**src/verilog/mesh_memory_event_selector_params.svh**
```systemverilog
// Offsets, field positions and reset values of the event selector
// Overview of operation
// - Code 0x38 counts writes sent to the memory controller, by mask.
// - Scrub writes from error-correction errors never count as writes.
// - For writes, mask bit 0 selects full-line non-isochronous writes.
// - For writes, mask bit 1 selects partial non-isochronous writes.
// - For writes, mask bit 2 selects isochronous full-line writes.
// - For writes, mask bit 3 selects isochronous partial writes.
// - For writes, mask bit 4 selects every write whatever its class.
// - For writes, mask bit 6 selects writes to memory used as a cache.
// - For writes, mask bit 7 selects all writes to persistent modules.
// - Code 0x4c counts header matches, bit 0 mesh, bit 1 controller.
// - Code 0x6b counts prefetch-table-full cycles, bits 0 to 2 per lane.
// - Code 0x6c counts prefetch-table-not-empty cycles, same mask.
// - Code 0x6e counts prefetch table releases, mask bits per cause.
// - Code 0x6f counts dropped prefetches, crossbar or link per lane.
// - Code 0x74 counts demands merged with held prefetches, per lane.
// - Code 0x64 counts mirror tracker inserts, 0x65 adds occupancy.
`ifndef MESH_MEMORY_EVENT_SELECTOR_PARAMS_SVH
`define MESH_MEMORY_EVENT_SELECTOR_PARAMS_SVH

// Register map, one control and one count word per counter
`define MMS_CTL_OFFSET   12'h000
`define MMS_CNT_OFFSET   12'h004
`define MMS_STRIDE_LSB   3
`define MMS_KIND_BIT     2

// Control word fields
`define MMS_CODE_LSB     0
`define MMS_MASK_LSB     8
`define MMS_CHAN_LSB     16
`define MMS_EN_BIT       22

// Reset values
`define MMS_CODE_RESET   8'h00
`define MMS_MASK_RESET   8'h00
`define MMS_CHAN_RESET   3'h7
`define MMS_EN_RESET     1'b0

// Memory write mask bits
`define MMS_WR_FULL      0
`define MMS_WR_PART      1
`define MMS_WR_ISO_FULL  2
`define MMS_WR_ISO_PART  3
`define MMS_WR_ALL       4
`define MMS_WR_MEM       5
`define MMS_WR_CACHE     6
`define MMS_WR_PMM       7

// Header match mask bits
`define MMS_HM_MESH      0
`define MMS_HM_CTRL      1

`endif

```
**src/verilog/mesh_memory_event_selector_pkg.sv**
```systemverilog
// Types shared by the event selector modules
package mesh_memory_event_selector_pkg;

    typedef enum logic [7:0] {
        EV_MEMORY_WRITE  = 8'h38,
        EV_HEADER_MATCH  = 8'h4c,
        EV_MIRROR_INSERT = 8'h64,
        EV_MIRROR_FILL   = 8'h65,
        EV_PF_FULL       = 8'h6b,
        EV_PF_NONEMPTY   = 8'h6c,
        EV_PF_RELEASE    = 8'h6e,
        EV_PF_DROP       = 8'h6f,
        EV_DEMAND_MERGE  = 8'h74
    } event_code_t;

    typedef enum logic [1:0] {
        REG_CTL   = 2'b01,
        REG_CNT   = 2'b10,
        REG_NONE  = 2'b00
    } reg_kind_t;

endpackage

```
**src/verilog/counter_if.sv**
```systemverilog
// Increment and load path between selector and one counter
`timescale 1ns/1ps
interface counter_if #(
    parameter int W = 32
);
    logic [W-1:0] inc;
    logic         load;
    logic [W-1:0] load_value;
    logic [W-1:0] count;

    modport owner   (output inc, load, load_value, input count);
    modport counter (input inc, load, load_value, output count);
endinterface

```
**src/verilog/event_counter.sv**
```systemverilog
// One accumulating event counter with software load
`timescale 1ns/1ps
module event_counter #(
    parameter int W = 32
) (
    // Clock and reset
    input  wire logic        pclk,
    input  wire logic        presetn,
    // Selector side
    counter_if.counter       port
);
    logic [W-1:0] count;

    // Load from software wins over counting in the same cycle
    always_ff @(posedge pclk or negedge presetn) begin
        if (!presetn) begin
            count <= '0;
        end else if (port.load) begin
            count <= port.load_value;
        end else begin
            count <= count + port.inc;
        end
    end

    assign port.count = count;
endmodule

```
**src/verilog/mesh_memory_event_selector.sv**
```systemverilog
// Event selection, control registers and APB slave
`timescale 1ns/1ps
`include "mesh_memory_event_selector_params.svh"
module mesh_memory_event_selector #(
    parameter int NUM_CNT = 4,
    parameter int COUNT_W = 32,
    parameter int OCC_W   = 8,
    parameter int ADDR_W  = 12
) (
    // Clock and reset
    input  wire logic              pclk,
    input  wire logic              presetn,
    // APB slave
    input  wire logic              psel,
    input  wire logic              penable,
    input  wire logic              pwrite,
    input  wire logic [ADDR_W-1:0] paddr,
    input  wire logic [31:0]       pwdata,
    output logic      [31:0]       prdata,
    output logic                   pready,
    output logic                   pslverr,
    // Memory write requests, one bit per channel
    input  wire logic [2:0]        wr_valid,
    input  wire logic [2:0]        wr_partial,
    input  wire logic [2:0]        wr_isoch,
    input  wire logic [2:0]        wr_scrub,
    input  wire logic [2:0]        wr_to_mem,
    input  wire logic [2:0]        wr_to_cache,
    input  wire logic [2:0]        wr_persistent_module_writes,
    // Header match pulses
    input  wire logic              match_mesh,
    input  wire logic              match_ctrl,
    // Mirror write tracker
    input  wire logic              mirror_insert,
    input  wire logic [OCC_W-1:0]  mirror_fill,
    // Prefetch table, per channel, releases per cause
    input  wire logic [2:0]        pf_full,
    input  wire logic [2:0]        pf_nonempty,
    input  wire logic [7:0]        pf_release,
    input  wire logic [2:0]        pf_drop_xbar,
    input  wire logic [2:0]        pf_drop_link,
    input  wire logic [2:0]        pf_merge
);
    localparam int IDX_W = $clog2(NUM_CNT);

    // Control state per counter
    logic [7:0]         ctl_code [NUM_CNT];
    logic [7:0]         ctl_mask [NUM_CNT];
    logic [2:0]         ctl_chan [NUM_CNT];
    logic               ctl_en   [NUM_CNT];
    logic [COUNT_W-1:0] cnt_val  [NUM_CNT];
    logic [NUM_CNT-1:0] cnt_load;

    // Address decode
    mesh_memory_event_selector_pkg::reg_kind_t kind;
    logic [IDX_W-1:0] idx;
    logic             idx_ok;
    logic             access_edge;

    assign idx = paddr[`MMS_STRIDE_LSB +: IDX_W];
    assign idx_ok = (paddr[ADDR_W-1:`MMS_STRIDE_LSB+IDX_W] == '0)
                    && (32'(idx) < NUM_CNT) && (paddr[1:0] == 2'b00);
    assign access_edge = psel && penable && pready;

    always_comb begin
        if (!idx_ok) begin
            kind = mesh_memory_event_selector_pkg::REG_NONE;
        end else if (paddr[`MMS_KIND_BIT]) begin
            kind = mesh_memory_event_selector_pkg::REG_CNT;
        end else begin
            kind = mesh_memory_event_selector_pkg::REG_CTL;
        end
    end

    // Answer one cycle after setup, data and error registered
    always_ff @(posedge pclk or negedge presetn) begin
        if (!presetn) begin
            pready  <= 1'b0;
            pslverr <= 1'b0;
            prdata  <= 32'h0000_0000;
        end else begin
            pready  <= psel && !penable;
            pslverr <= psel && !penable
                       && kind == mesh_memory_event_selector_pkg::REG_NONE;
            if (psel && !penable && !pwrite) begin
                unique case (kind)
                    mesh_memory_event_selector_pkg::REG_CTL: begin
                        prdata <= {9'h000, ctl_en[idx], 3'h0,
                                   ctl_chan[idx], ctl_mask[idx],
                                   ctl_code[idx]};
                    end
                    mesh_memory_event_selector_pkg::REG_CNT: begin
                        prdata <= 32'(cnt_val[idx]);
                    end
                    mesh_memory_event_selector_pkg::REG_NONE: begin
                        prdata <= 32'h0000_0000;
                    end
                endcase
            end else begin
                prdata <= 32'h0000_0000;
            end
        end
    end

    // Control word writes take effect at the access edge
    always_ff @(posedge pclk or negedge presetn) begin
        if (!presetn) begin
            for (int i = 0; i < NUM_CNT; i++) begin
                ctl_code[i] <= `MMS_CODE_RESET;
                ctl_mask[i] <= `MMS_MASK_RESET;
                ctl_chan[i] <= `MMS_CHAN_RESET;
                ctl_en[i]   <= `MMS_EN_RESET;
            end
        end else if (access_edge && pwrite
                     && kind == mesh_memory_event_selector_pkg::REG_CTL) begin
            ctl_code[idx] <= pwdata[`MMS_CODE_LSB +: 8];
            ctl_mask[idx] <= pwdata[`MMS_MASK_LSB +: 8];
            ctl_chan[idx] <= pwdata[`MMS_CHAN_LSB +: 3];
            ctl_en[idx]   <= pwdata[`MMS_EN_BIT];
        end
    end

    // Count word writes load the counter
    always_comb begin
        cnt_load = '0;
        if (access_edge && pwrite
            && kind == mesh_memory_event_selector_pkg::REG_CNT) begin
            cnt_load[idx] = 1'b1;
        end
    end

    // Scrub writes are removed before any class is looked at
    logic [2:0] wr_live;
    assign wr_live = wr_valid & ~wr_scrub;

    // One selector and counter per slot
    for (genvar g = 0; g < NUM_CNT; g++) begin : g_slot
        counter_if #(.W(COUNT_W)) cif ();
        logic [7:0]         m;
        logic [2:0]         wr_sel;
        logic [2:0]         wr_cls;
        logic               hit;
        logic [COUNT_W-1:0] amount;

        assign m = ctl_mask[g];

        // Write classes chosen by the mask, per channel
        always_comb begin
            for (int c = 0; c < 3; c++) begin
                wr_cls[c] =
                    (m[`MMS_WR_FULL] && !wr_isoch[c]
                        && !wr_partial[c])
                    || (m[`MMS_WR_PART] && !wr_isoch[c]
                        && wr_partial[c])
                    || (m[`MMS_WR_ISO_FULL] && wr_isoch[c]
                        && !wr_partial[c])
                    || (m[`MMS_WR_ISO_PART] && wr_isoch[c]
                        && wr_partial[c])
                    || m[`MMS_WR_ALL]
                    || (m[`MMS_WR_MEM] && wr_to_mem[c])
                    || (m[`MMS_WR_CACHE] && wr_to_cache[c])
                    || (m[`MMS_WR_PMM] && wr_persistent_module_writes[c]);
            end
            wr_sel = wr_live & ctl_chan[g] & wr_cls;
        end

        // Event code selects which condition group drives the count
        always_comb begin
            hit    = 1'b0;
            amount = '0;
            unique case (ctl_code[g])
                mesh_memory_event_selector_pkg::EV_MEMORY_WRITE: begin
                    hit = |wr_sel;
                end
                mesh_memory_event_selector_pkg::EV_HEADER_MATCH: begin
                    hit = (m[`MMS_HM_MESH] && match_mesh)
                          || (m[`MMS_HM_CTRL] && match_ctrl);
                end
                mesh_memory_event_selector_pkg::EV_MIRROR_INSERT: begin
                    hit = mirror_insert;
                end
                mesh_memory_event_selector_pkg::EV_MIRROR_FILL: begin
                    amount = COUNT_W'(mirror_fill);
                end
                mesh_memory_event_selector_pkg::EV_PF_FULL: begin
                    hit = |(m[2:0] & pf_full);
                end
                mesh_memory_event_selector_pkg::EV_PF_NONEMPTY: begin
                    hit = |(m[2:0] & pf_nonempty);
                end
                mesh_memory_event_selector_pkg::EV_PF_RELEASE: begin
                    hit = |(m & pf_release);
                end
                mesh_memory_event_selector_pkg::EV_PF_DROP: begin
                    hit = |(m[5:0] & {pf_drop_link[2], pf_drop_xbar[2],
                                      pf_drop_link[1], pf_drop_xbar[1],
                                      pf_drop_link[0],
                                      pf_drop_xbar[0]});
                end
                mesh_memory_event_selector_pkg::EV_DEMAND_MERGE: begin
                    hit = (m[0] && pf_merge[0]) || (m[2] && pf_merge[1])
                          || (m[4] && pf_merge[2]);
                end
                default: begin
                    hit = 1'b0;
                end
            endcase
            if (hit) begin
                amount = COUNT_W'(1);
            end
        end

        // Disabled slots and unmatched codes leave the count still
        assign cif.inc        = ctl_en[g] ? amount : '0;
        assign cif.load       = cnt_load[g];
        assign cif.load_value = pwdata[COUNT_W-1:0];
        assign cnt_val[g]     = cif.count;

        event_counter #(.W(COUNT_W)) u_counter (
            .pclk    (pclk),
            .presetn (presetn),
            .port    (cif.counter)
        );
    end
endmodule

```
**config.mk**
```make
export PLATFORM = sky130hd
export DESIGN_NAME = mesh_memory_event_selector
export DESIGN_NICKNAME = d
export VERILOG_FILES = /design/src/verilog/mesh_memory_event_selector_pkg.sv /design/src/verilog/counter_if.sv /design/src/verilog/event_counter.sv /design/src/verilog/mesh_memory_event_selector.sv
export VERILOG_INCLUDE_DIRS = /design/src /design/src/verilog
export SDC_FILE = /design/constraint.sdc
export NUM_CORES = 1
export LEC_CHECK = 0
export ABC_CLOCK_PERIOD_IN_PS = 3500
export BUFFER_PORTS_ARGS = -buffer_cell sky130_fd_sc_hd__buf_2
export CORE_MARGIN = 5
export CORE_UTILIZATION = 55
export CTS_CLUSTER_DIAMETER = 200
export DETAILED_ROUTE_END_ITERATION = 8
export HOLD_SLACK_MARGIN = 0.06
export PLACE_DENSITY_LB_ADDON = 0.2
export SYNTH_ARGS = -nofsm -noshare
export SYNTH_HDL_FRONTEND = slang
export SYNTH_SLANG_ARGS = --single-unit
```
**constraint.sdc**
```tcl
create_clock -name pclk -period 3.5 [get_ports pclk]
set_input_delay 0.175 -clock pclk [delete_from_list [all_inputs] [get_ports pclk]]
set_output_delay 0.175 -clock pclk [all_outputs]
set_load 0.1 [all_outputs]
```
# ---- Word level (Yosys, flattened, before mapping)
# Cells that the tools add are included.
# Widths: inputs -> output; s select.
dict set report word_totals {
  reg_bits 242
  input_bits 104
  output_inout_bits 34
  word_cells 438
}
dict set report op_classes {
  n_addsub 4
  order_cmp 4
  eq_ne 38
  mux 52
  bitwise 27
  n_reduce_logical 290
}
# op count
set op_table {}
lappend op_table {{$mux 32} 15}
lappend op_table {{$eq 8x7->1 const B} 32}
lappend op_table {{$logic_and 1x1->1} 163}
lappend op_table {{$add 32x32->32} 4}
lappend op_table {{$logic_or 1x1->1} 96}
lappend op_table {{$pmux 32 s3} 1}
lappend op_table {{$mux 8} 9}
lappend op_table {{$bmux 32 s2} 1}
lappend op_table {{$bwmux 32} 2}
lappend op_table {{$and 3x3->3} 17}
lappend op_table {{$reduce_or 3->1} 12}
lappend op_table {{$and 8x8->8} 4}
lappend op_table {{$bmux 8 s2} 2}
lappend op_table {{$eq 8x6->1 const B} 4}
lappend op_table {{$pmux 1 s8} 4}
lappend op_table {{$reduce_or 8->1} 4}
lappend op_table {{$and 6x6->6} 4}
lappend op_table {{$reduce_or 6->1} 4}
lappend op_table {{$demux 8 s2} 1}
lappend op_table {{$bwmux 12} 1}
lappend op_table {{$mux 3} 3}
lappend op_table {{$logic_not 1->1} 8}
lappend op_table {{$logic_not 7->1} 1}
lappend op_table {{$bmux 3 s2} 1}
lappend op_table {{16 further kinds} 22}

# ---- Logic depth before layout (Yosys ltp)
dict set report depth {
  depth_word 17
  ltp_mapped 19
  ltp_nobuf 17
}

# ---- By module
# A second synthesis with hierarchy kept.
dict set report unflattened {
  cells_unflattened 2124
  area_unflattened_um2 19631.3
}
# mod instances cells_each area_per_inst_um2
set modules_own_cells {}
lappend modules_own_cells {{event_counter at g_slot[0].u_counter ...} 3 366 2976.6}
lappend modules_own_cells {mesh_memory_event_selector 1 632 7514.7}
lappend modules_own_cells {{event_counter at g_slot[3].u_counter} 1 394 3186.8}

# ---- Worst setup path before layout
# OpenSTA, ideal clock, no wires.
dict set report synth_timing {
  path_type {register to register}
  from {reg ctl_code[28] (netlist bit)}
  to {reg g_slot[0].u_counter.count[24]}
  setup_time_ns 0.125
  t_arrival_ns 3.408
  setup_slack_ns -0.033
  stages_incl_launch_ff 18
  path_buffers 2
  period_less_slack_ns 3.533
  path_cell_list {dfrtp_1 > nor3b_1 > and3_1 > and4b_1 > clkbuf_1 > nand2_1 > nand3_1 > ha_1 > inv_1 > fa_1 > nand2b_1 > a21o_1 > a31oi_1 > and4_1 > clkbuf_1 > nand2_1 > xnor2_1 > mux2_2}
}
dict set report synth_between {
  elab_chain_len 6
}
# element line
set synth_rtl {}
lappend synth_rtl {{start, declared} mesh_memory_event_selector.sv:47} ;# logic [7:0] ctl_code [NUM_CNT];
lappend synth_rtl {{start signal, assigned by index} mesh_memory_event_selector.sv:109} ;# ctl_code[i] <= `MMS_CODE_RESET;
lappend synth_rtl {{start signal, assigned by index} mesh_memory_event_selector.sv:116} ;# ctl_code[idx] <= pwdata[`MMS_CODE_LSB +: 8];
lappend synth_rtl {{$eq 8x7->1 or $eq 8x6->1 (tied branches)} mesh_memory_event_selector.sv:171} ;# unique case (ctl_code[g])
lappend synth_rtl {{$pmux 1 s8 or $mux 8 (tied branches)} mesh_memory_event_selector.sv:171}
lappend synth_rtl {{$mux 32 *} mesh_memory_event_selector.sv:208} ;# if (hit) begin
lappend synth_rtl {{$mux 32 *} mesh_memory_event_selector.sv:214} ;# assign cif.inc = ctl_en[g] ? amount : '0;
lappend synth_rtl {{$add 32x32->32 *} event_counter.sv:21} ;# count <= count + port.inc;
lappend synth_rtl {{$mux 32 *} event_counter.sv:18} ;# end else if (port.load) begin
lappend synth_rtl {{end signal, assigned} event_counter.sv:19} ;# count <= port.load_value;
lappend synth_rtl {{end signal, assigned} event_counter.sv:21}
lappend synth_rtl {{end, declared} event_counter.sv:12} ;# logic [W-1:0] count;
# Mark *: on every way between the ends. The rest lies on a longest branch, timed or not.
# A chain may end at the register's enable or synchronous reset.

# ---- Worst setup path in the final report
dict set report layout_timing {
  from {reg ctl_mask, in the netlist g_slot[0].m[0]}
  to {reg g_slot[0].u_counter.count[20]}
}
dict set report layout_between {
  elab_chain_len 16
}
# element line
set layout_rtl {}
lappend layout_rtl {{start, declared} mesh_memory_event_selector.sv:48} ;# logic [7:0] ctl_mask [NUM_CNT];
lappend layout_rtl {{start signal, assigned by index} mesh_memory_event_selector.sv:110} ;# ctl_mask[i] <= `MMS_MASK_RESET;
lappend layout_rtl {{start signal, assigned by index} mesh_memory_event_selector.sv:117} ;# ctl_mask[idx] <= pwdata[`MMS_MASK_LSB +: 8];
lappend layout_rtl {{$logic_and 1x1->1 (2 in a row)} mesh_memory_event_selector.sv:151} ;# (m[`MMS_WR_FULL] && !wr_isoch[c]
lappend layout_rtl {{$logic_or 1x1->1 (7 in a row)} mesh_memory_event_selector.sv:151}
lappend layout_rtl {{$and 3x3->3} mesh_memory_event_selector.sv:164} ;# wr_sel = wr_live & ctl_chan[g] & wr_cls;
lappend layout_rtl {{$reduce_or 3->1} mesh_memory_event_selector.sv:173} ;# hit = |wr_sel;
lappend layout_rtl {{$pmux 1 s8 *} mesh_memory_event_selector.sv:171}
lappend layout_rtl {{$mux 32 *} mesh_memory_event_selector.sv:208}
lappend layout_rtl {{$mux 32 *} mesh_memory_event_selector.sv:214}
lappend layout_rtl {{$add 32x32->32 *} event_counter.sv:21}
lappend layout_rtl {{$mux 32 *} event_counter.sv:18}
# Marked as above.

==> results.ini <==
[run_status]
run_status=finished with violations
violations=setup timing

[placed_design]
detailedPlacementHpwl_um=36000
port_buffers=137
gp_routability_congestion=0.987
post_dp_cell_area_um2=16900

[die]
placement_rows=60
num_ports=138
floorplan.core_area_um2=26800
die_h_um=175
initial_utilization_pct=55.6
die_area_um2=30500
overall_die_width_um=175

[yosys]
synthDistinctLibCells=62
syn_inst=1476
synth_async_reset_ratio_pct=100
syn-mean-instance-area_um2=10.1
yosys-top-cells-area=dfrtp_1 (39%), mux4_2 (9.7%), mux2_2 (6.9%)
synth_top_flop_cell=dfrtp_1
synthesis.nets=1616
netlist_top_cells_count=dfrtp_1 (230), a21oi_1 (165), nor2_1 (160)
synth.yosys.seq_area_share_pct=40.7
ys_ff_latch=242
synth.top_cell.area_share_pct=38.6
netlist_area_um2=14900
yosysWarningCount=0
synth-edff-count=0
post-synth-top-count-cell=dfrtp_1
cell_taking_the_most_area_after_synthesis=dfrtp_1

[timing]
worst_pin_slew_ps=905
layout_worst_path_cycle_share_pct=102
finalClockSkew_ps=17.5
count_of_endpoints_failing_hold_in_the_final_timing_report=0
unrepaired_setup_endpoints_after_global_routing=yes
finalMaxSlewViolations=0
sum_of_negative_setup_slack_ps=-198
maximum_clock_frequency_mhz=281
timing.final.crit_period_ps=3560
finalWorstSetupSlack_ps=-55.6
max_slew_margin_pct=39.7
finalSetupViolCount=8

[power]
peakVddDrop_mv=0.499
power.leakage_uw=0.00879
p_per_area_nw_per_um2=326

[route]
routed-via-count=13700
drc=0
drt-vias-per-instance=6.43
detail_route.first_pass.iterations=7
drt_iter0_markers=1547
drt_wl_total_um=50800
antenna_left=0
wire_per_inst_um=23.9

[final_layout]
ff_latch_area_um2=6080
finalCoreUtilization_pct=71.0
areaGrowthSynthToFinish_pct=27.6
design.final.nets=1903
final_cell_area_um2=19000
final.fill_count=2001
n_antenna_cell=0
multi_input_comb_area_um2=9150
share_of_post_route_cells_with_drive_strength_above_1_pct=34.8

[clocking]
cts_sinks=242
clock_tree_from_tritoncts=built
clock_tree.buffer_depth=3
clk-insertion-delay-late_ps=570
tritoncts.num_buffers=27
worst_setup_hold_path_clk_slew_ps=70
number_of_levels_in_the_clock_h_tree=1
cts_root_buf=clkbuf_16

[critical_path]
setup_crit_start=g_slot[0].m[0]
critPathMaxFanout=5
arrival_ps=3970
timing.critical_path.required_ps=3920
critical_path.reg2reg.endpoint=g_slot[0].u_counter.port.count[20]
critical_path.startpoint_type=register
setup.reg_to_reg.worst_slack_ps=-60
endpoint_kind=register
number_of_cells_traversed_by_the_worst_register_to_register_path=16
worstReg2RegStart=g_slot[0].m[0]
critical_path.endpoint=g_slot[0].u_counter.port.count[20]
worst-setup-path-type=reg2reg

[global_routing]
globalRouteOverflowTotal=0
antenna_found_initial=1
grt_pass1_wl_um=77300
grt_start_max_net_pins=108
grt_usage_pct=32.2
grt_pass1_vias=13600

[run]
max_cap_viol_count=0

[worst_hold_path]
hp-class=in2reg

-- state kept, by name (all words and copies together), names as in the netlist --
name                         count
ctl_en                           4
g_slot.u_counter.port.count    128
ctl_chan                        12
prdata                          32
ctl_code                        32
g_slot.m                        32
pslverr                          1
pready                           1
-- critical path, cell delays in order, from the launching register on --
cell	delay [ps]
dfrtp_2	450
mux4_2	470
a2111oi_2	390
o221ai_2	190
nand4_1	150
nand3_2	140
ha_4	190
inv_2	50
fa_2	200
nand2b_4	120
a21o_1	170
a31oi_4	130
and4_4	260
buf_6	130
nand3_1	80
xor2_1	200
a21oi_1	100
-- power breakdown --
part	switching, uW	internal [uW]	total, uW
Sequential	3.11	2800	2800
Combinational	241	123	364
Clock	1220	1820	3040
Total	1470	4740	6210
-- metrics by stage --
step | hold WS, ps | cells | total power, uW | setup slack [ps]
after floorplan | -121 | 1476 | 2940 | 34.4
after global placement | 301 | 2024 | 3180 | -284
after detailed placement | 303 | 2024 | 3180 | -376
after CTS | 85.3 | 2111 | 6230 | 13.3
after global routing | 146 | 2125 | 6380 | -158
final | 103 | 2125 | 6210 | -55.6
-- placed cells by master, fill, tap and decap left out, drive strengths merged, types with 5 or more instances in the layout --
cell and count:
o21ai 22, nand3b 7, o21a 9, inv 26, a2111oi 11, and4 6
mux2 92, nor2b 12, o211ai 9, nand4 30, a21oi 165, dfrtp 230
dfstp 12, buf 299, a211oi 6, clkbuf 40, a22oi 30, and2 28
xor2 61, a31oi 7, nor3 19, ha 32, nand2 129, and3 28
dlygate4sd3 35, nand3 46, mux4 64, a21o 15, nand2b 7, xnor2 59
nor4b 5, a22o 9, a222oi 12, nor4 8, nor2 160
-- per-layer routing --
metal	GRT usage (%)	wire length, um
met5	0	12
met4	11.5	2090
met3	6.47	4420
met2	51.6	23600
met1	43.9	20600
-- how the worst min path moves through the flow --
stage	slack (ps)	endpoint	cells after the start	startpoint
after global placement	300	pslverr	1	presetn
after CTS	90	prdata[10]	4	paddr[2]
final	100	prdata[10]	4	paddr[2]
after global routing	150	prdata[9]	4	paddr[2]
after floorplan	-120	ctl_code[0]	0	presetn
after detailed placement	300	g_slot[0].m[6]	1	presetn
-- area by class of cell --
type	instances	share of cell area, %
Clock inverter	10	0.927
Inverter	24	0.473
Timing Repair Buffer	334	12.3
Multi-Input combinational cell	1134	48.1
Sequential cell	242	32.0
Tap cell	341	2.24
Clock buffer	40	4.02
-- cells by family after synthesis --
group	count (synthesis)	share of synthesized area [%]
and+or+nand+nor	507	16.6
AOI/OAI and AO/OA	315	13.1
DFF	242	40.7
muxes	156	16.6
xor gates and xnor gates	120	7.05
buffers and inverters	100	2.65
adders and majority gates	36	3.22
-- what timing repair did --
action	in CTS	in global routing
hold endpoints to repair	254	0
resized for setup	62	110
pin swaps	15	97
setup endpoints to repair	83	91
setup buffers	2	13
hold buffers	35	0
cloned	0	1
Note: power is estimated with default switching activity, not from simulation.
